<file path="config.mk">
export PLATFORM = sky130hd
export DESIGN_NAME = pps_sequencer
export DESIGN_NICKNAME = d
export VERILOG_FILES = /design/src/hdl/pps_pkg.sv /design/src/hdl/pps_sequencer.sv
export SDC_FILE = /design/constraint.sdc
export NUM_CORES = 1
export LEC_CHECK = 0
export BUFFER_PORTS_ARGS = -buffer_cell sky130_fd_sc_hd__buf_2
export CAP_MARGIN = 20
export CORE_MARGIN = 4
export CORE_UTILIZATION = 50
export DETAILED_ROUTE_END_ITERATION = 7
export HOLD_SLACK_MARGIN = 0.03
export PLACE_DENSITY = 0.73
export SLEW_MARGIN = 20
export SYNTH_ARGS = -nofsm -noshare
export SYNTH_HDL_FRONTEND = slang
export SYNTH_SLANG_ARGS = --single-unit
</file>
<file path="constraint.sdc">
create_clock -name REF_CLK -period 5.1 [get_ports REF_CLK]
set_input_delay 0.255 -clock REF_CLK [delete_from_list [all_inputs] [get_ports REF_CLK]]
set_output_delay 0.255 -clock REF_CLK [all_outputs]
set_load 0.01 [all_outputs]
</file>
<file path="src/hdl/pps_pkg.sv">
package pps_pkg;
	// ==========================================
	// timing
	localparam int CLK_MHZ = 10;
	// byte_proc_time and cmd_proc_time, in microseconds
	localparam int BYTE_PROC_US = 20;
	localparam int CMD_PROC_US = 40;
	localparam int BYTE_CYC = BYTE_PROC_US * CLK_MHZ;
	localparam int CMD_CYC = CMD_PROC_US * CLK_MHZ;
	// chain_window, kept by the host only
	localparam int CHAIN_WINDOW_MS = 10;
	// ==========================================
	// register map
	localparam logic [11:0] OFS_CMD = 12'h000;
	localparam logic [11:0] OFS_STAT = 12'h004;
	localparam logic [11:0] OFS_CFG = 12'h008;
	// ==========================================
	// command codes
	localparam logic [3:0] OP_SELECT = 4'h3;
	localparam logic [3:0] OP_LAUNCH = 4'h4;
	localparam logic [3:0] OP_PRESET = 4'h5;
	localparam logic [3:0] OP_HALT = 4'h6;
	localparam logic [3:0] OP_SILENCE = 4'h7;
	localparam logic [3:0] OP_REP_SET = 4'h8;
	localparam logic [3:0] OP_REP_CLR = 4'h9;
	localparam logic [7:0] OP_AMP_MODE = 8'h04;
	localparam logic [7:0] OP_GAIN = 8'h08;
	localparam logic [7:0] OP_WIDE_SELECT = 8'hC4;
	localparam logic [7:0] OP_WIDE_LAUNCH = 8'hC8;
	// ==========================================
	// values after reset and fixed counts
	localparam logic [3:0] GAIN_0DB = 4'h0;
	localparam logic [3:0] GAIN_RST = 4'h0;
	localparam logic [15:0] FADE_TICKS = 16'h0020;
	localparam logic [15:0] SIL_UNIT = 16'h0008;
	typedef enum logic [2:0] {
		ST_IDLE = 3'b000,
		ST_BYTE = 3'b001,
		ST_NEXT = 3'b010,
		ST_CMD = 3'b011,
		ST_EXEC = 3'b100,
		ST_FETCH = 3'b101
	} pps_state_e;
endpackage

</file>
<file path="src/hdl/pps_sequencer.sv">
// Implementation choices: the address map and the APB slave port.
`timescale 1ns/1ps
module pps_sequencer import pps_pkg::*; (
	// clock and reset
	input wire logic REF_CLK,
	input wire logic ARST_N,
	// apb slave
	input wire logic PSEL,
	input wire logic PENABLE,
	input wire logic PWRITE,
	input wire logic [11:0] PADDR,
	input wire logic [31:0] PWDATA,
	output logic PREADY,
	output logic PSLVERR,
	output logic [31:0] PRDATA,
	// sample clock pin, one tick per output sample
	input wire logic PCM_CLK,
	// flash address lookup
	output logic FLASH_REQ,
	output logic [11:0] FLASH_ADDR,
	input wire logic FLASH_ACK,
	input wire logic [15:0] FLASH_LEN,
	// status
	output logic COMMAND_BUSY_N,
	output logic [3:0] NEXT_CMD_READY,
	output logic [3:0] CHANNEL_PLAYING_N,
	output logic [3:0] SPK_GAIN
);

	function automatic logic [1:0] low_ch(input logic [3:0] m);
		low_ch = m[0] ? 2'd0 : m[1] ? 2'd1 : m[2] ? 2'd2 : 2'd3;
	endfunction

	// ==========================================
	// sample clock synchroniser
	logic [2:0] pcm_ff, nxt_pcm;
	logic tick;

	always_comb begin
		nxt_pcm = {pcm_ff[1:0], PCM_CLK};
	end

	always_ff @(posedge REF_CLK or negedge ARST_N) begin
		if (!ARST_N) begin
			pcm_ff <= 3'h0;
		end else begin
			pcm_ff <= nxt_pcm;
		end
	end

	assign tick = pcm_ff[1] & ~pcm_ff[2];

	// ==========================================
	// apb slave
	logic [31:0] prdata_ff, nxt_prdata;
	logic err_ff, nxt_err;
	logic wr_cmd;
	logic st_idle_or_next;
	logic fad_ff, class_d_select_ff;
	logic [3:0] gain_ff, rep_v, qv_v;
	logic [3:0] busy_v, ncr_v;

	assign PREADY = 1'b1;
	assign PRDATA = prdata_ff;
	assign PSLVERR = err_ff;
	// writes while busy are dropped
	assign wr_cmd = PSEL & PENABLE & PWRITE & (PADDR == OFS_CMD)
		& st_idle_or_next;

	always_comb begin
		nxt_prdata = prdata_ff;
		nxt_err = err_ff;
		if (PSEL & ~PENABLE) begin
			nxt_err = 1'b0;
			case (PADDR)
				OFS_CMD: nxt_prdata = 32'h0;
				OFS_STAT: nxt_prdata = {16'h0, rep_v, 3'h0,
					st_idle_or_next, ~busy_v, ncr_v};
				OFS_CFG: nxt_prdata = {24'h0, 2'h0, fad_ff, class_d_select_ff,
					gain_ff};
				default: begin
					nxt_prdata = 32'h0;
					nxt_err = 1'b1;
				end
			endcase
		end
	end

	always_ff @(posedge REF_CLK or negedge ARST_N) begin
		if (!ARST_N) begin
			prdata_ff <= 32'h0;
			err_ff <= 1'b0;
		end else begin
			prdata_ff <= nxt_prdata;
			err_ff <= nxt_err;
		end
	end

	// ==========================================
	// command interpreter
	pps_state_e st_ff, nxt_st;
	logic [11:0] cnt_ff, nxt_cnt;
	logic [7:0] op_ff, nxt_op;
	logic [15:0] bytes_ff, nxt_bytes;
	logic [1:0] left_ff, nxt_left;
	logic [3:0] mask_ff, nxt_mask;
	logic [11:0] sel_ff [4];
	logic [11:0] nxt_sel [4];
	logic [11:0] addr_ff, nxt_addr;
	logic nxt_fad, nxt_class_d_select;
	logic [3:0] nxt_gain, gout_ff, nxt_gout;
	logic [3:0] prep, go, halt, rset, rclr;
	logic [15:0] go_len;
	logic [1:0] c;

	assign st_idle_or_next = (st_ff == ST_IDLE) | (st_ff == ST_NEXT);
	assign COMMAND_BUSY_N = st_idle_or_next;
	assign FLASH_REQ = (st_ff == ST_FETCH);
	assign FLASH_ADDR = addr_ff;
	assign SPK_GAIN = gout_ff;

	always_comb begin
		nxt_st = st_ff;
		nxt_cnt = cnt_ff;
		nxt_op = op_ff;
		nxt_bytes = bytes_ff;
		nxt_left = left_ff;
		nxt_mask = mask_ff;
		nxt_sel = sel_ff;
		nxt_fad = fad_ff;
		nxt_class_d_select = class_d_select_ff;
		nxt_gain = gain_ff;
		prep = 4'h0;
		go = 4'h0;
		halt = 4'h0;
		rset = 4'h0;
		rclr = 4'h0;
		go_len = FLASH_LEN;
		c = 2'd0;
		case (st_ff)
			ST_IDLE: if (wr_cmd) begin
				nxt_op = PWDATA[7:0];
				if (PWDATA[7:4] inside {OP_PRESET, OP_HALT, OP_REP_SET,
					OP_REP_CLR}) begin
					nxt_left = 2'd0;
					nxt_st = ST_CMD;
					nxt_cnt = 12'(CMD_CYC - 1);
				end else begin
					nxt_left = (PWDATA[7:0] == OP_WIDE_LAUNCH ||
						PWDATA[7:0] == OP_WIDE_SELECT) ? 2'd2 : 2'd1;
					nxt_st = ST_BYTE;
					nxt_cnt = 12'(BYTE_CYC - 1);
				end
			end
			ST_BYTE: begin
				// next byte only after byte_proc_time
				nxt_cnt = cnt_ff - 12'h001;
				if (cnt_ff == 12'h000) begin
					nxt_st = ST_NEXT;
				end
			end
			ST_NEXT: if (wr_cmd) begin
				nxt_bytes = {bytes_ff[7:0], PWDATA[7:0]};
				nxt_left = left_ff - 2'd1;
				if (left_ff == 2'd1) begin
					nxt_st = ST_CMD;
					nxt_cnt = 12'(CMD_CYC - 1);
				end else begin
					nxt_st = ST_BYTE;
					nxt_cnt = 12'(BYTE_CYC - 1);
				end
			end
			ST_CMD: begin
				// cmd_proc_time before acting
				nxt_cnt = cnt_ff - 12'h001;
				if (cnt_ff == 12'h000) begin
					nxt_st = ST_EXEC;
				end
			end
			ST_EXEC: begin
				nxt_st = ST_IDLE;
				if (op_ff[7:4] == OP_LAUNCH || op_ff == OP_WIDE_LAUNCH) begin
					c = (op_ff == OP_WIDE_LAUNCH) ? bytes_ff[13:12]
						: op_ff[1:0];
					nxt_sel[c] = (op_ff == OP_WIDE_LAUNCH) ? bytes_ff[11:0]
						: {2'b00, op_ff[3:2], bytes_ff[7:0]};
					if (ncr_v[c]) begin
						prep[c] = 1'b1;
						nxt_mask = 4'h1 << c;
						nxt_st = ST_FETCH;
					end
				end else if (op_ff[7:4] == OP_PRESET) begin
					prep = op_ff[3:0] & ncr_v;
					nxt_mask = op_ff[3:0] & ncr_v;
					if ((op_ff[3:0] & ncr_v) != 4'h0) begin
						nxt_st = ST_FETCH;
					end
				end else if (op_ff[7:4] == OP_SILENCE) begin
					// silence length from second byte
					prep = op_ff[3:0] & ~qv_v;
					go = op_ff[3:0] & ~qv_v;
					go_len = ({8'h00, bytes_ff[7:0]} + 16'h0001) * SIL_UNIT;
				end else if (op_ff[7:4] == OP_HALT) begin
					halt = op_ff[3:0];
				end else if (op_ff[7:4] == OP_REP_SET) begin
					rset = op_ff[3:0];
				end else if (op_ff[7:4] == OP_REP_CLR) begin
					rclr = op_ff[3:0];
				end else if (op_ff[7:4] == OP_SELECT) begin
					nxt_sel[op_ff[1:0]] = {2'b00, op_ff[3:2], bytes_ff[7:0]};
				end else if (op_ff == OP_WIDE_SELECT) begin
					nxt_sel[bytes_ff[13:12]] = bytes_ff[11:0];
				end else if (op_ff[7:2] == OP_AMP_MODE[7:2]) begin
					// bit 1 of the first byte selects class D; bit 7 of the second byte enables fade
					nxt_class_d_select = op_ff[1];
					nxt_fad = bytes_ff[7];
				end else if (op_ff == OP_GAIN) begin
					nxt_gain = bytes_ff[5:2];
				end
			end
			ST_FETCH: if (FLASH_ACK) begin
				// masked channels fetched lowest first
				c = low_ch(mask_ff);
				go[c] = 1'b1;
				nxt_mask = mask_ff & ~(4'h1 << c);
				if (nxt_mask == 4'h0) begin
					nxt_st = ST_IDLE;
				end
			end
			default: nxt_st = ST_IDLE;
		endcase
		nxt_addr = nxt_sel[low_ch(nxt_mask)];
		// class D ignores the gain setting
		nxt_gout = nxt_class_d_select ? GAIN_0DB : nxt_gain;
	end

	always_ff @(posedge REF_CLK or negedge ARST_N) begin
		if (!ARST_N) begin
			st_ff <= ST_IDLE;
			cnt_ff <= 12'h000;
			op_ff <= 8'h00;
			bytes_ff <= 16'h0000;
			left_ff <= 2'd0;
			mask_ff <= 4'h0;
			sel_ff <= '{default: 12'h000};
			addr_ff <= 12'h000;
			fad_ff <= 1'b0;
			class_d_select_ff <= 1'b0;
			gain_ff <= GAIN_RST;
			gout_ff <= GAIN_RST;
		end else begin
			st_ff <= nxt_st;
			cnt_ff <= nxt_cnt;
			op_ff <= nxt_op;
			bytes_ff <= nxt_bytes;
			left_ff <= nxt_left;
			mask_ff <= nxt_mask;
			sel_ff <= nxt_sel;
			addr_ff <= nxt_addr;
			fad_ff <= nxt_fad;
			class_d_select_ff <= nxt_class_d_select;
			gain_ff <= nxt_gain;
			gout_ff <= nxt_gout;
		end
	end

	// ==========================================
	// playback channels, one state set each
	for (genvar i = 0; i < 4; i++) begin : g_ch
		logic run_ff, busy_ff, ncr_ff, rep_ff, qv_ff, pend_ff, fade_ff;
		logic nxt_run, nxt_busy, nxt_ncr, nxt_rep, nxt_qv, nxt_pend;
		logic nxt_fade;
		logic [15:0] cnt_ff, len_ff, qlen_ff;
		logic [15:0] nxt_cnt, nxt_len, nxt_qlen;

		assign busy_v[i] = busy_ff;
		assign ncr_v[i] = ncr_ff;
		assign rep_v[i] = rep_ff;
		assign qv_v[i] = qv_ff;
		assign NEXT_CMD_READY[i] = ncr_ff;
		assign CHANNEL_PLAYING_N[i] = ~busy_ff;

		always_comb begin
			nxt_run = run_ff;
			nxt_busy = busy_ff;
			nxt_ncr = ncr_ff;
			nxt_rep = rep_ff;
			nxt_qv = qv_ff;
			nxt_pend = pend_ff;
			nxt_fade = fade_ff;
			nxt_cnt = cnt_ff;
			nxt_len = len_ff;
			nxt_qlen = qlen_ff;
			if (tick & run_ff & (cnt_ff <= 16'h0001)) begin
				if (fade_ff) begin
					nxt_run = 1'b0;
					nxt_busy = 1'b0;
					nxt_fade = 1'b0;
					nxt_ncr = 1'b1;
				end else if (rep_ff) begin
					nxt_cnt = len_ff;
				end else if (qv_ff) begin
					nxt_cnt = qlen_ff; // no gap
					nxt_len = qlen_ff;
					nxt_qv = 1'b0;
					nxt_ncr = 1'b1;
				end else begin
					nxt_run = 1'b0;
					nxt_busy = pend_ff;
					nxt_ncr = ~pend_ff;
				end
			end else if (tick & run_ff) begin
				nxt_cnt = cnt_ff - 16'h0001;
			end
			if (prep[i]) begin
				nxt_busy = 1'b1;
				nxt_ncr = 1'b0;
				nxt_pend = 1'b1;
			end
			if (go[i]) begin
				nxt_pend = 1'b0;
				if (nxt_run) begin
					nxt_qv = 1'b1; // held ready low
					nxt_qlen = go_len;
				end else begin
					nxt_run = 1'b1;
					nxt_cnt = go_len;
					nxt_len = go_len;
					nxt_ncr = ~rep_ff;
				end
			end
			if (rset[i] & run_ff) begin
				nxt_rep = 1'b1;
				nxt_ncr = 1'b0;
			end
			if (rclr[i] & rep_ff) begin
				nxt_rep = 1'b0;
				nxt_ncr = ~nxt_qv & ~nxt_pend;
			end
			if (halt[i]) begin
				nxt_rep = 1'b0;
				nxt_qv = 1'b0;
				nxt_pend = 1'b0;
				if (fad_ff & run_ff) begin
					nxt_fade = 1'b1;
					nxt_cnt = FADE_TICKS;
				end else begin
					nxt_run = 1'b0;
					nxt_busy = 1'b0;
					nxt_ncr = 1'b1;
					nxt_fade = 1'b0;
				end
			end
		end

		always_ff @(posedge REF_CLK or negedge ARST_N) begin
			if (!ARST_N) begin
				run_ff <= 1'b0;
				busy_ff <= 1'b0;
				ncr_ff <= 1'b1;
				rep_ff <= 1'b0;
				qv_ff <= 1'b0;
				pend_ff <= 1'b0;
				fade_ff <= 1'b0;
				cnt_ff <= 16'h0000;
				len_ff <= 16'h0000;
				qlen_ff <= 16'h0000;
			end else begin
				run_ff <= nxt_run;
				busy_ff <= nxt_busy;
				ncr_ff <= nxt_ncr;
				rep_ff <= nxt_rep;
				qv_ff <= nxt_qv;
				pend_ff <= nxt_pend;
				fade_ff <= nxt_fade;
				cnt_ff <= nxt_cnt;
				len_ff <= nxt_len;
				qlen_ff <= nxt_qlen;
			end
		end
	end

endmodule // pps_sequencer

</file>
Word level (Yosys, flattened, before mapping)
Cells that the tools add are included.
- bits in registers: 369
- output and inout bits: 60
- reductions and logical operators: 37
- shifts and indexed selects: 2
- equal/unequal tests: 33
- add/sub/neg operators: 7
- mux-type cells: 338
- bitwise operators: 71
- order comparisons: 15
- operator list (cell ; number):
    $mux 16 ; 64
    $mux 48 ; 9
    $mux 1 ; 176
    $mux 4 ; 42
    $bwmux 48 ; 3
    $mux 12 ; 8
    $demux 12 s2 ; 3
    $le 16x1->1 const B ; 4
    $sub 16x1->16 const B ; 4
    $pmux 12 s3 ; 1
    $eq 8x8->1 const B ; 4
    $pmux 16 s2 ; 1
    $and 1x1->1 ; 30
    $mux 3 ; 10
    $not 1->1 ; 30
    $bmux 12 s2 ; 1
    $eq 4x3->1 const B ; 6
    $logic_not 12->1 ; 2
    $mux 2 ; 11
    $mux 9 ; 2
    $pmux 3 s6 ; 1
    $eq 4x4->1 const B ; 4
    $pmux 4 s2 ; 2
    $reduce_bool 3->1 ; 5
    other kinds (40) ; 80

Longest topological paths before layout
- depth after elaboration: 18
- mapped depth: 13
- depth with buffers taken out: 10

Worst setup path after synthesis
No wires, ideal clock.
- path kind: flip-flop to flip-flop
- start point: register g_ch[2].cnt_ff[10]
- end point: register g_ch[2].qlen_ff[8]
- slack: 2.490 ns
- cell stages (with the launch flop): 9
- required time: 4.975 ns
- arrival time: 2.485 ns
- period minus slack after synthesis: 2.610 ns
- cell sequence: dfrtp_1 > or3_1 > or4_4 > nor4_4 > o21ai_2 > nand2_1 > or2_2 > buf_2 > mux2_2
- word-level cells in the longest chain between the ends: 4
- ends and longest elaborated chain (element ; RTL line ; source):
    start: declaration ; pps_sequencer.sv:273 ; logic [15:0] cnt_ff, len_ff, qlen_ff;
    start signal: assignment ; pps_sequencer.sv:376 ; cnt_ff <= nxt_cnt;
    $le 16x1->1 ; pps_sequencer.sv:294 ; if (tick & run_ff & (cnt_ff <= 16'h0001)) begin
    $and 1x1->1 ; pps_sequencer.sv:294 ;
    $mux 1 ; pps_sequencer.sv:294 ;
    $reduce_and 2->1 (no line) ; n/a ;
    end signal: assignment ; pps_sequencer.sv:378 ; qlen_ff <= nxt_qlen;
    end: declaration ; pps_sequencer.sv:273 ;
No other way between the ends.
A chain may end at the register's enable or synchronous reset.

Worst setup path after layout
- start point: register op_ff[3]
- end point: register addr_ff[10] (netlist: FLASH_ADDR[10])
- word-level cells in the longest chain between the ends: 14
- ends and longest elaborated chain (element ; RTL line ; source):
    start: declaration ; pps_sequencer.sv:103 ; logic [7:0] op_ff, nxt_op;
    start signal: assignment ; pps_sequencer.sv:254 ; op_ff <= nxt_op;
    $eq 8x8->1 ; pps_sequencer.sv:182, pps_sequencer.sv:183, pps_sequencer.sv:185 ;
    $mux 2 ; pps_sequencer.sv:183 ; c = (op_ff == OP_WIDE_LAUNCH) ? bytes_ff[13:12]
    $bmux 1 s2 ; pps_sequencer.sv:187 ; if (ncr_v[c]) begin
    $mux 1 (implied by the code) ; pps_sequencer.sv:187 ;
    $mux 4 ; pps_sequencer.sv:187 ;
    $mux 4 ; pps_sequencer.sv:182 ; if (op_ff[7:4] == OP_LAUNCH || op_ff == OP_WIDE_LAUNCH) begin
    $pmux 4 s2 ; pps_sequencer.sv:140 ; case (st_ff)
    $mux 1 ; pps_sequencer.sv:31 ; low_ch = m[0] ? 2'd0 : m[1] ? 2'd1 : m[2] ? 2'd2 : 2'd3;
    $mux 2 (2 in series) ; pps_sequencer.sv:31 ;
    $not 2->3 (implied by the code) ; pps_sequencer.sv:232 ; nxt_addr = nxt_sel[low_ch(nxt_mask)];
    $bmux 12 s2 (*) ; pps_sequencer.sv:232 ;
    $mux 12 (implied by the code) (*) (2 in series) ; pps_sequencer.sv:232 ;
    via nxt_addr[10] ; pps_sequencer.sv:109 ; logic [11:0] addr_ff, nxt_addr;
    end signal: assignment ; pps_sequencer.sv:259 ; addr_ff <= nxt_addr;
    end: declaration ; pps_sequencer.sv:109 ;
The timed path passes the listed nets; every way through them passes the cells marked *. The select of a mux whose other input is x is not followed.

==> impl_results.md <==
- Sequential area share after synthesis: 47.2%
- Slew Limit Fails: 0
- Vias/cell: 6.30
- Highest cell delay on the worst timing path: 0.94 ns
- Crit end category: register
- Post-Synthesis Cells: roughly 2000
- Syn avg cell area: slightly above 9 um2
- Clk_skew: 0.0341 ns
- Final setup TNS: 0 ns
- Number of global-route vias before repair: ~16000
- Hold path start: PADDR[2]
- Worst-margin pin slew: 1.18 ns
- Clk pwr share: 40.1%
- Worst setup path start: op_ff[3]
- Cell total after placement: about 2400
- Setup Viol. Count Final: 0
- Logic pwr share: 13.3%
- Unrepaired setup endpoints after global routing: false
- Global-route usage over all layers: between 20% and 30%
- Final hold violation count: 0
- Final worst path period need: 3.85 ns
- Finished Layout Cells: 2514
- Max_slew headroom: between 20% and 30%
- PwrDens: 353 nW/um2
- PortBufs: 82
- Sw frac: 28.7%
- Most frequent cells in the layout: 346 x dfrtp_1, 256 x nand2_1, 154 x nor2_1, 154 x o21ai_0, 135 x a21oi_1
- CTS Sinks: 350
- Die Area: 40300 um2
- Drt pass-1 iters: 5
- CP Class: register to register
- CP top delay family: simple AND/OR/NAND/NOR gates
- Status: complete, no violations
- Residual DRC count: 0
- Post-synth cell types: between 90 and 100
- Initial DRC Count: 1401
- Post-synth design cell area: approximately 19000 um2
- Reg2Reg Launch Point: op_ff[3]
- Max FO, Critical Path: 25
- DP Wirelength: 35.9 mm
- CTS tree: built
- Worst-path cell chain: nand2b_1, o31ai_2, o32ai_2, nor3_1, nand3_1, o311ai_2, buf_4, nor2b_1, a221oi_1
- Final Util: 56.4%
- Commonest non-fill, non-tap cell in the layout: dfrtp_1
- Crit share post-route: 75.5%
- Yosys warns: 0
- Final worst slack: 1.25 ns
- Nets: ~2100
- H-tree depth: 2
- Startpoint Class: register
- Initial core utilization: 50.7%
- # hold bufs at CTS: 15
- Hold Slack: 0.114 ns
- CP bufs+invs: 1
- Boundary Pins: 127
- Largest net degree at the start of global routing: roughly 130
- Static Leak: 8.81 nW
- Crit path DAT: 4.24 ns
- # Max-Cap Violations: 0
- Maximum VDD drop: 0.234 mV
- Post_cts resized: 0
- Layout cells sized above 1: 14.6%
- Maximum clock rate: 0.260 GHz
- Switching power: 2.10 mW
- Die height: between 200 and 250 um
- Post-CTS Setup Inserts: 0
- Highest-delay cell along the critical path: dfrtp_1
- Placement Setup Slack: 1.47 ns
- Site Rows: 70
- Grt ovf: 0
- Inserted Clock Buffers: 39
- Asr flop ratio synth: 100%
- Hold WC Path Type: input pin to register
- Clock slew at reported path FFs: approximately 0.07 ns
- Clk_lat worst skew: 0.55 ns
- WL final: 52.8 mm
- Clock root buffer master: clkbuf_16
- Routability congestion estimate: 0.970
- Routed wire per std cell: 21.0 um
- Sequential power share: 46.6%
- DRT antenna net count: 0
- Chip width: 201 um
- Area added between synthesis and finish: 11.2%
- EDFF count, synth: 0
- Pint: 5.20 mW
- Clock Path Buffers: 3
- CORE AREA: 36600 um2
- Synth Flop Type: dfrtp_1
- DR vias: between 15000 and 20000
- First-pass GRT wire length: 85.2 mm
- Initial antenna violation count: 0
- Synth Register Bits: 350
- CP Data Required Time: roughly 5.5 ns
==> layer usage <==
layer,wire [um],global-route usage [%],up-vias
met4,2060,10.4,0
met1,22300,34.4,7851
met2,24500,41.5,631
met3,3900,4.46,127
met5,0,0,-
li1,-,-,7240
==> cell families after synthesis <==
logic type / after synthesis / share of synthesized area [%]
xor+xnor: 49 / 2.31
buf+inv: 204 / 5.02
fa+ha+maj: 11 / 0.741
mux: 97 / 5.65
flops: 350 / 47.2
compound gates: 581 / 20.7
simple gates: 701 / 18.3
other cells: 2 / 0.0404
==> sequential cells by signal (all words and copies together), names as in the netlist, 4 cells and up <==
name / cells
g_ch.pend_ff: 4
op_ff: 8
g_ch.run_ff: 4
g_ch.qv_ff: 4
g_ch.qlen_ff: 64
g_ch.rep_ff: 4
g_ch.ncr_ff: 4
PRDATA: 13
bytes_ff: 14
FLASH_ADDR: 12
g_ch.fade_ff: 4
g_ch.len_ff: 64
g_ch.cnt_ff: 64
cnt_ff: 12
gain_ff: 4
mask_ff: 4
SPK_GAIN: 4
g_ch.busy_ff: 4
sel_ff: 48
==> final cells by class <==
cell class                 count  area [um2]
antenna                        1        2.50
clock buffer                  50        1100
clock inverter                19         241
fill                        3213       16000
inverter                      43         161
multi-input combinational   1459        8980
sequential                   350        8760
tap                          468         586
timing repair buffer         124         813
==> power by group through the flow <==
| stage | sequential [mW] | combinational (mW) | clock, mW |
|---|---|---|---|
| global route | 3.44 | 1.09 | 3.09 |
| floorplan | 3.25 | 0.775 | 0 |
| global placement | 3.43 | 0.904 | 0 |
| finish | 3.40 | 0.968 | 2.93 |
| CTS | 3.39 | 0.958 | 2.97 |
| detailed placement | 3.44 | 0.943 | 0 |
==> worst reg2reg max path, cell delays in order, from the launching register on <==
cell,delay [ns]
dfrtp_1,0.94
nand2b_1,0.26
o31ai_2,0.62
o32ai_2,0.26
nor3_1,0.56
nand3_1,0.18
o311ai_2,0.13
buf_4,0.32
nor2b_1,0.28
a221oi_1,0.13
==> stage by stage <==
| step | power, mW | instance area, um2 |
|---|---|---|
| 2_1_floorplan | 4.02 | 18600 |
| 3_3_place_gp | 4.33 | 19100 |
| 3_5_place_dp | 4.38 | 19100 |
| 4_1_cts | 7.32 | 20600 |
| 5_1_grt | 7.61 | 20600 |
| 6_report | 7.29 | 20600 |
==> synthesized netlist by cell type (10+ instances only) <==
cell type | count | area, um2
clkbuf_1 | 84 | 315
or3_1 | 11 | 68.8
buf_2 | 38 | 190
ha_1 | 11 | 138
mux2i_1 | 35 | 350
nor4_1 | 19 | 119
a221oi_1 | 46 | 403
dfrtp_1 | 346 | 8660
mux2_2 | 62 | 698
nor3_1 | 38 | 190
o211ai_1 | 27 | 203
a21oi_1 | 137 | 686
or2_2 | 11 | 68.8
xor2_1 | 17 | 149
nand2b_1 | 19 | 119
nand2_1 | 256 | 961
nor2_1 | 157 | 589
or2_1 | 10 | 62.6
buf_4 | 30 | 225
xnor2_1 | 32 | 280
inv_1 | 43 | 161
nor2b_1 | 29 | 181
a22oi_1 | 56 | 420
nand3_1 | 56 | 280
o21ai_0 | 155 | 776
and3_1 | 22 | 138
a31oi_1 | 43 | 269
==> worst paths after layout <==
kind                                      to  slack (ns)  cells past startpoint
setup / recovery              FLASH_ADDR[10]        1.25                      9
hold / removal                       PSLVERR        0.11                      3
max in group asynchronous  g_ch[1].len_ff[6]        3.29                      3
min in group asynchronous  g_ch[0].len_ff[6]        0.37                      2
hold reg to reg                    pcm_ff[1]        0.35                      0
setup reg to reg              FLASH_ADDR[10]        1.25                      9
Note: power is estimated with default switching activity, not from simulation.
